## config.mk

```make
export PLATFORM = sky130hd
export DESIGN_NAME = psv_sequencer
export DESIGN_NICKNAME = d
export VERILOG_FILES = /design/src/rtl/psv_pkg.sv /design/src/rtl/psv_sequencer.sv
export SDC_FILE = /design/constraint.sdc
export NUM_CORES = 1
export LEC_CHECK = 0
export BUFFER_PORTS_ARGS = -buffer_cell sky130_fd_sc_hd__buf_2
export CELL_PAD_IN_SITES_DETAIL_PLACEMENT = 1
export CELL_PAD_IN_SITES_GLOBAL_PLACEMENT = 1
export CORE_ASPECT_RATIO = 0.7
export CORE_MARGIN = 2
export CORE_UTILIZATION = 39
export CTS_CLUSTER_DIAMETER = 50
export DETAILED_ROUTE_END_ITERATION = 8
export GPL_TIMING_DRIVEN = 0
export PLACE_DENSITY_LB_ADDON = 0.15
export SLEW_MARGIN = 5
export SYNTH_ARGS = -nofsm -noshare
export SYNTH_HDL_FRONTEND = slang
export SYNTH_SLANG_ARGS = --single-unit
```

## constraint.sdc

```tcl
create_clock -name core_clk -period 3.6 [get_ports core_clk]
set_input_delay 0.18 -clock core_clk [delete_from_list [all_inputs] [get_ports core_clk]]
set_output_delay 0.18 -clock core_clk [all_outputs]
set_load 0.02 [all_outputs]
```

## src/rtl/psv_pkg.sv

```systemverilog
// What this block does
// - Ten-bit program counter addresses a 1K word program memory of 13-bit words.
// - Any reset loads the program counter with 3FFh and fetching starts there.
// - An accepted hardware interrupt redirects execution to address 008h.
// - A software interrupt jumps to address 002h, apart from the hardware entry.
// - Call and jump reach any program address directly, without page selection.
// - Instructions take one cycle; program flow changes take two cycles.
// - A five entry hardware return stack serves calls and returns.
// - The decoder serves 42 instructions, each a single 13-bit word.
// - Interrupt sources are counter overflow, external pin and port B change.
// - Sleep ends on an external interrupt pin event or a port B change.
// - Shared pin resets the device while low; its weak pull-up stays on.
// - In RC modes, when chosen, the oscillator output toggles at cycle rate.
// - A 20 MHz input gives a 100 ns cycle; logic is fully static.
// - Program counter low byte is reachable as a data memory location.
// - On a low byte write, the upper two counter bits come from the high byte buffer.
// - The counter increments by one each cycle unless an instruction or an accepted interrupt changes it.
package psv_pkg;
  localparam int          PC_W         = 10;
  localparam int          WORD_W       = 13;
  localparam int          STACK_DEPTH  = 5;
  localparam int          SRC_N        = 3;
  localparam logic [9:0]  RESET_VECTOR = 10'h3ff;
  localparam logic [9:0]  HW_INT_VEC   = 10'h008;
  localparam logic [9:0]  SW_INT_VEC   = 10'h002;
  localparam int          OSC_MHZ      = 20;
  localparam int          INSTR_NS     = 100;
  localparam int          CYCLE_CLKS   = INSTR_NS * OSC_MHZ / 1000;
  localparam logic [2:0]  OP_CALL      = 3'h4;
  localparam logic [2:0]  OP_GOTO      = 3'h5;
  localparam logic [12:0] OP_RET       = 13'h0010;
  localparam logic [12:0] OP_RETI      = 13'h0011;
  localparam logic [12:0] OP_SWI       = 13'h0012;
  localparam logic [12:0] OP_SLEEP     = 13'h0003;
  localparam logic [12:0] OP_NOP       = 13'h0000;
  localparam int          SRC_TICK     = 0;
  localparam int          SRC_PORTB    = 1;
  localparam int          SRC_EXT      = 2;
  typedef enum logic [1:0] {
    PSV_RUN   = 2'b01,
    PSV_SLEEP = 2'b10
  } psv_state_t;
endpackage

```

## src/rtl/psv_sequencer.sv

```systemverilog
`timescale 1ns/100ps
module psv_sequencer
  import psv_pkg::*;
#(
  parameter int STACK_N = STACK_DEPTH
) (
  input  wire logic              core_clk,
  input  wire logic              reset,
  input  wire logic              reset_in_n,
  input  wire logic              rst_pin_mode,
  input  wire logic [WORD_W-1:0] imem_data,
  input  wire logic              pcl_wr,
  input  wire logic [7:0]        pcl_wdata,
  input  wire logic              pc_high_buffer_wr,
  input  wire logic [1:0]        pc_high_buffer_wdata,
  input  wire logic              skip_req,
  input  wire logic              gie,
  input  wire logic [SRC_N-1:0]  int_enable,
  input  wire logic [SRC_N-1:0]  int_flag,
  input  wire logic              ext_int_event,
  input  wire logic              portb_change_event,
  input  wire logic              rc_mode,
  input  wire logic              cycle_rate_out_select,
  output logic [PC_W-1:0]        imem_addr,
  output logic [WORD_W-1:0]      instr_word,
  output logic                   instr_valid,
  output logic [7:0]             pc_low_byte,
  output logic [1:0]             pc_high_buffer,
  output logic                   int_ack,
  output logic                   sleeping,
  output logic                   osc_out_pin_o,
  output logic                   osc_out_pin_oe,
  output logic                   reset_pin_pullup
);
  // The phase counter is four bits wide, so longer instruction cycles cannot be served.
  if (STACK_N < 2 || CYCLE_CLKS < 2 || CYCLE_CLKS > 16) begin : g_bad_cfg
    $error("psv_sequencer: unsupported parameters");
  end

  logic [PC_W-1:0]   pc_q, pc_d, ex_pc_q;
  logic [WORD_W-1:0] ir_q;
  logic              ir_valid_q;
  logic [PC_W-1:0]   stk_q [STACK_N];
  logic [1:0]        pc_high_buffer_q;
  logic [3:0]        phase_q;
  psv_state_t        state_q;
  logic              int_ack_q, osc_q, osc_oe_q, pullup_q;

  // The pin reset is sampled with the clock, so it acts like the core reset.
  wire sys_rst   = reset | (rst_pin_mode & ~reset_in_n);
  wire cyc_en    = (phase_q == 4'(CYCLE_CLKS - 1)) && (state_q == PSV_RUN);
  // Only the program flow opcodes and sleep are resolved here; the data path decodes the rest.
  wire is_call   = ir_valid_q && (ir_q[12:10] == OP_CALL);
  wire is_goto   = ir_valid_q && (ir_q[12:10] == OP_GOTO);
  wire is_ret    = ir_valid_q && (ir_q == OP_RET || ir_q == OP_RETI);
  wire is_swi    = ir_valid_q && (ir_q == OP_SWI);
  wire is_sleep  = ir_valid_q && (ir_q == OP_SLEEP);
  wire int_pend  = gie && |(int_enable & int_flag);
  wire int_take  = cyc_en && int_pend && ir_valid_q;
  wire jumps     = is_call | is_goto | is_ret | is_swi | pcl_wr;
  wire flow_chg  = cyc_en && !int_take && (jumps || (ir_valid_q && skip_req));
  wire push      = int_take || (cyc_en && is_call) || (cyc_en && is_swi);
  wire pop       = cyc_en && !int_take && is_ret;
  wire wake      = ext_int_event | portb_change_event;
  wire [PC_W-1:0] push_val = int_take ? ex_pc_q : ex_pc_q + 10'h001;

  always_comb begin
    pc_d = pc_q + 10'h001;
    if (int_take) begin
      pc_d = HW_INT_VEC;
    end else if (is_swi) begin
      pc_d = SW_INT_VEC;
    end else if (is_call || is_goto) begin
      pc_d = ir_q[PC_W-1:0];
    end else if (is_ret) begin
      pc_d = stk_q[0];
    end else if (pcl_wr) begin
      pc_d = {pc_high_buffer_q, pcl_wdata};
    end
  end

  always_ff @(posedge core_clk) begin
    if (sys_rst || phase_q == 4'(CYCLE_CLKS - 1)) begin
      phase_q <= 4'h0;
    end else begin
      phase_q <= phase_q + 4'h1;
    end
  end

  always_ff @(posedge core_clk) begin
    if (sys_rst) begin
      pc_q       <= RESET_VECTOR;
      ex_pc_q    <= RESET_VECTOR;
      ir_q       <= OP_NOP;
      ir_valid_q <= 1'b0;
    end else if (cyc_en) begin
      pc_q       <= pc_d;
      ex_pc_q    <= pc_q;
      ir_q       <= imem_data;
      ir_valid_q <= !(flow_chg || int_take);
    end
  end

  always_ff @(posedge core_clk) begin
    if (sys_rst) begin
      for (int i = 0; i < STACK_N; i++) begin
        stk_q[i] <= RESET_VECTOR;
      end
    end else if (push) begin
      stk_q[0] <= push_val;
      for (int i = 1; i < STACK_N; i++) begin
        stk_q[i] <= stk_q[i-1];
      end
    end else if (pop) begin
      for (int i = 0; i < STACK_N - 1; i++) begin
        stk_q[i] <= stk_q[i+1];
      end
    end
  end

  always_ff @(posedge core_clk) begin
    if (sys_rst) begin
      pc_high_buffer_q <= 2'h0;
    end else if (pc_high_buffer_wr) begin
      pc_high_buffer_q <= pc_high_buffer_wdata;
    end
  end

  always_ff @(posedge core_clk) begin
    if (sys_rst) begin
      state_q <= PSV_RUN;
    end else begin
      case (state_q)
        PSV_RUN: begin
          if (cyc_en && !int_take && is_sleep) begin
            state_q <= PSV_SLEEP;
          end
        end
        PSV_SLEEP: begin
          if (wake) begin
            state_q <= PSV_RUN;
          end
        end
        default: state_q <= PSV_RUN;
      endcase
    end
  end

  // The RC output is a square wave of one instruction period; the divider runs on in sleep.
  always_ff @(posedge core_clk) begin
    if (sys_rst) begin
      int_ack_q <= 1'b0;
      osc_q     <= 1'b0;
      osc_oe_q  <= 1'b0;
    end else begin
      int_ack_q <= int_take;
      osc_q     <= (rc_mode && cycle_rate_out_select) ? (phase_q < 4'(CYCLE_CLKS / 2)) : 1'b0;
      osc_oe_q  <= rc_mode && cycle_rate_out_select;
    end
  end

  // No reset here: the pull-up must stay on while the pin itself holds the core in reset.
  always_ff @(posedge core_clk) begin
    pullup_q <= rst_pin_mode;
  end

  assign imem_addr        = pc_q;
  assign instr_word       = ir_q;
  assign instr_valid      = ir_valid_q;
  assign pc_low_byte      = pc_q[7:0];
  assign pc_high_buffer   = pc_high_buffer_q;
  assign int_ack          = int_ack_q;
  // One-hot state: bit 1 is the sleep state, so the output leaves the flip-flop directly.
  assign sleeping         = state_q[1];
  assign osc_out_pin_o    = osc_q;
  assign osc_out_pin_oe   = osc_oe_q;
  assign reset_pin_pullup = pullup_q;

  property p_reset_vec;
    @(posedge core_clk) sys_rst |=> (pc_q == 10'h3ff) && !ir_valid_q;
  endproperty
  a_reset_vec: assert property (p_reset_vec) else $error("pc not at reset vector");

  property p_hw_vec;
    @(posedge core_clk) disable iff (sys_rst) int_take |=> pc_q == 10'h008 && int_ack_q;
  endproperty
  a_hw_vec: assert property (p_hw_vec) else $error("interrupt did not reach 008h");

  property p_sw_vec;
    @(posedge core_clk) disable iff (sys_rst) (cyc_en && is_swi && !int_take) |=> pc_q == 10'h002;
  endproperty
  a_sw_vec: assert property (p_sw_vec) else $error("software interrupt did not reach 002h");

  property p_goto;
    @(posedge core_clk) disable iff (sys_rst)
      (cyc_en && is_goto && !int_take) |=> pc_q == $past(ir_q[9:0]);
  endproperty
  a_goto: assert property (p_goto) else $error("jump target not loaded");

  property p_two_cycle;
    @(posedge core_clk) disable iff (sys_rst) flow_chg |=> !ir_valid_q ##2 ir_valid_q;
  endproperty
  a_two_cycle: assert property (p_two_cycle) else $error("flow change not two cycles");

  property p_increment;
    @(posedge core_clk) disable iff (sys_rst)
      (cyc_en && !int_take && !jumps) |=> pc_q == $past(pc_q) + 10'h001;
  endproperty
  a_increment: assert property (p_increment) else $error("pc did not increment");

  property p_int_push;
    @(posedge core_clk) disable iff (sys_rst) int_take |=> stk_q[0] == $past(ex_pc_q);
  endproperty
  a_int_push: assert property (p_int_push) else $error("interrupt return address wrong");

  property p_call_ret;
    @(posedge core_clk) disable iff (sys_rst)
      (cyc_en && is_call && !int_take) |=> stk_q[0] == $past(ex_pc_q) + 10'h001;
  endproperty
  a_call_ret: assert property (p_call_ret) else $error("call return address wrong");

  property p_wake;
    @(posedge core_clk) disable iff (sys_rst) (sleeping && wake) |=> !sleeping;
  endproperty
  a_wake: assert property (p_wake) else $error("no wake from sleep");

  property p_cycle_rate_out;
    @(posedge core_clk) disable iff (sys_rst)
      (rc_mode && cycle_rate_out_select && !sleeping && phase_q == 4'h0) |=> osc_q ##1 !osc_q;
  endproperty
  a_cycle_rate_out: assert property (p_cycle_rate_out) else $error("rc output not at cycle rate");

  property p_pullup;
    @(posedge core_clk) rst_pin_mode |=> reset_pin_pullup;
  endproperty
  a_pullup: assert property (p_pullup) else $error("reset pin pull-up dropped");
endmodule

```

==> flow_summary.rst <==
.. list-table::
   :header-rows: 1

   * - Metric
     - Value
   * - Total wire length after detailed routing
     - 13600 µm
   * - Combined flip-flop and latch cell area
     - 2422 µm²
   * - Final Skew
     - 0.007369 ns
   * - Total CTS buffers
     - 9
   * - Post-route antenna net violation count
     - 0
   * - Kind of end point of the critical path
     - flop
   * - TritonRoute pass-1 iters
     - 5
   * - Most common cell after layout, fill and taps aside
     - buf_2
   * - Biggest fanout along the worst timing path
     - 28
   * - Number of flops mapped to enable cells by yosys
     - 50
   * - Worst-case hold slack
     - 0.06606 ns
   * - Number of endpoints with negative hold slack in the final report
     - 0
   * - Number of instances in the synthesized netlist
     - 421
   * - Distinct cells, synth
     - 58
   * - Number of antenna violations at the first check in global routing
     - 0
   * - Horizontal die dimension
     - 132.4 µm
   * - Final setup viols
     - 0
   * - Post-synthesis instance area
     - 4498 µm²
   * - Cell Pwr Density
     - 479.0 nW/µm²
   * - Unrepaired setup endpoints after global routing
     - false
   * - TritonCTS clock tree
     - done
   * - Clock input transition at the sequential cells of the worst setup and hold paths
     - 0.06 ns
   * - Synthesized flop and latch total
     - 96
   * - Standard-cell row count
     - 32
   * - Inst Count DP
     - 654
   * - Via count of the first global-routing pass
     - 3907
   * - Total Routing Usage GR
     - 22.89%
   * - Clk Tree Root Cell
     - clkbuf_16
   * - Tightest Hold Check Type
     - input port to flop
   * - Yosys warnings
     - 0
   * - Fraction of final layout cells sized beyond drive strength 1
     - 24.13%
   * - Least-Margin Pin Slew
     - 1.057 ns
   * - Commonest cells after routing, fill and taps aside
     - buf_2, nand2_1, edfxtp_1, dfxtp_1, o32a_1
   * - Area of the core
     - 11130 µm²
   * - Maximum number of pins on one net before global-route repair
     - 29
   * - Total power after layout
     - 2.595 mW
   * - Avg Cell Area, Syn
     - 10.68 µm²
   * - Clock latency on the worst-skew pair
     - 0.35 ns
   * - Number of nets in the final layout
     - 559
   * - Final weighted congestion of routability-driven global placement
     - 0.8584
   * - Final Max Slew Viols
     - 0
   * - DR vias
     - 3882
   * - Relative area change from synthesis to final layout
     - 20.45%
   * - Dpl hpwl
     - 10230 µm
   * - Worst-case setup slack after placement
     - 0.09897 ns
   * - Antenna diodes
     - 0
   * - Clk buf depth
     - 2
   * - Headroom to the max-slew limit
     - 29.55%
   * - Via-to-Cell Ratio
     - 5.785
   * - Final period demand of the worst path
     - 3.180 ns
   * - Synthesized net count
     - 467
   * - Clock Sinks
     - 96
   * - GRT overflow
     - 0
   * - Detail-routed net length per standard cell
     - 20.26 µm
   * - Die Area
     - 12420 µm²
   * - Die extent in y
     - 93.85 µm
   * - Portion of the clock cycle consumed by the worst path in the final layout
     - 88.33%
   * - Most frequently used flop master after synthesis
     - edfxtp_1
   * - Sequential cell area fraction in the yosys report
     - 53.85%
   * - Number of levels in the clock H-tree
     - 3
   * - Maximum frequency from static timing analysis
     - 0.3145 GHz
   * - Required time at the worst-slack endpoint
     - 3.65 ns
   * - Leakage dissipation
     - 1.888 nW
   * - Boundary Pins
     - 80
   * - Starting DRC count in detailed routing
     - 343
   * - Outcome
     - completed
   * - Final standard cell count with taps included and fillers excluded
     - 671
   * - First-pass GRT wire length
     - 21800 µm
   * - Number of buffers inserted to repair setup after CTS
     - 0
   * - Setup Crit Path Kind
     - flop to flop
   * - Post-synth ARST share
     - 0%
   * - DRC errors left
     - 0
   * - Count of buffers from port buffering
     - 79
   * - Worst Setup Slack, final
     - 0.4200 ns
   * - Area of the multi-input gates
     - 1872 µm²
   * - Number of violations of the max-capacitance limit
     - 0
   * - Count of filler cells inserted in the layout
     - 1281
   * - WP data arrival
     - 3.23 ns
   * - Initial core utilization
     - 40.41%
   * - Worst voltage drop across the vdd grid
     - 0.2019 mV
   * - Launching element type of the critical path
     - flop
## cells in the mapped netlist, drive strengths merged (3+ instances only)
cell / n / area (µm²)
nand2: 54 / 202.7
dfxtp: 46 / 920.9
a221oi: 3 / 26.28
nor2: 18 / 67.56
o32a: 40 / 400.4
and3: 5 / 31.28
o211ai: 4 / 35.03
ha: 5 / 62.56
clkbuf: 16 / 61.30
nor3: 4 / 20.02
and2: 3 / 18.77
or3: 14 / 87.58
xor2: 4 / 35.03
nand2b: 3 / 18.77
nand3: 17 / 85.08
buf: 21 / 128.9
inv: 7 / 26.28
or4: 4 / 33.78
a21o: 4 / 30.03
edfxtp: 50 / 1501
a21oi: 24 / 120.1
o21ai: 19 / 95.09
mux2i: 3 / 30.03
nor4: 3 / 55.05
xnor2: 10 / 87.58
nand4: 6 / 37.54
a31oi: 4 / 25.02
## worst paths after layout
check	startpoint	to	slack (ns)	depth (start not counted)
worst max-delay path	phase_q[0]$_SDFF_PP0_	stk_q[0][37]$_DFFE_PP_	0.42	8
worst min-delay path	pc_high_buffer_wdata[1]	pc_high_buffer[1]$_SDFFE_PP0P_	0.07	3
worst max register to register	phase_q[0]$_SDFF_PP0_	stk_q[0][37]$_DFFE_PP_	0.42	8
worst min register to register	ex_pc_q[9]$_SDFFE_PP1P_	ex_pc_q[9]$_SDFFE_PP1P_	0.49	2
## state kept, by name, indices dropped and copies added (netlist names), 2 cells and up
name and cells:
stk_q 50, instr_word 13, ex_pc_q 10, imem_addr 10, phase_q 4, pc_high_buffer 2
state_q 2
## cell type report
class / count / share of cell area, %
flip-flops and latches: 96 / 44.71
clock inverters: 3 / 0.7852
multi-input cells: 280 / 34.55
clock buffers: 13 / 4.503
well taps: 153 / 3.533
repair buffers: 81 / 7.852
plain buffers: 37 / 3.510
inverters: 8 / 0.5543
## power by group
group | switching (mW) | internal (mW) | total, mW
clock | 0.405 | 0.547 | 0.952
combinational | 0.257 | 0.159 | 0.416
sequential | 0.0468 | 1.18 | 1.23
total | 0.709 | 1.89 | 2.60
## layer usage
| metal | global-route usage (%) | wire length (µm) | vias to the layer above | part of all wire, % |
|---|---|---|---|---|
| met1 | 34.61 | 6924 | 1952 | 51 |
| li1 | - | - | 1792 | - |
| met4 | 5.556 | 129 | 0 | 0.95 |
| met2 | 33.77 | 5769 | 126 | 42 |
| met3 | 4.099 | 772 | 12 | 5.7 |
| met5 | 0 | 0 | - | 0 |
## timing repair
action,in CTS,in global routing
hold buffers,1,0
endpoints found under the hold margin,1,0
setup endpoints to repair,0,28
resized for setup,0,1
## worst max-delay path: stages (launching register included)
cell,delay (ns)
dfxtp_1,0.40
ha_1,0.20
or3b_1,0.42
or4_1,0.55
clkbuf_1,0.20
buf_2,0.24
nand3_2,0.30
o21bai_4,0.31
buf_12,0.25
## stage by stage
| step | TNS (ns) | util (%) | instance area, µm² |
|---|---|---|---|
| 6_report | 0 | 48.67 | 5418 |
| 5_1_grt | 0 | 48.67 | 5418 |
| 4_1_cts | 0 | 48.63 | 5413 |
| 3_5_place_dp | 0 | 45.96 | 5116 |
| 3_3_place_gp | -9.050 | 45.72 | 5089 |
| 2_1_floorplan | 0 | - | 4502 |
## kinds of logic after synthesis
kind of cell / after synthesis / synth area share [%]
xor+xnor: 14 / 2.726
compound gates: 115 / 19.42
flops: 96 / 53.85
buf+inv: 45 / 4.896
simple gates: 141 / 16.55
mux: 5 / 1.168
fa+ha+maj: 5 / 1.391
(Power assumes the default switching activity.)
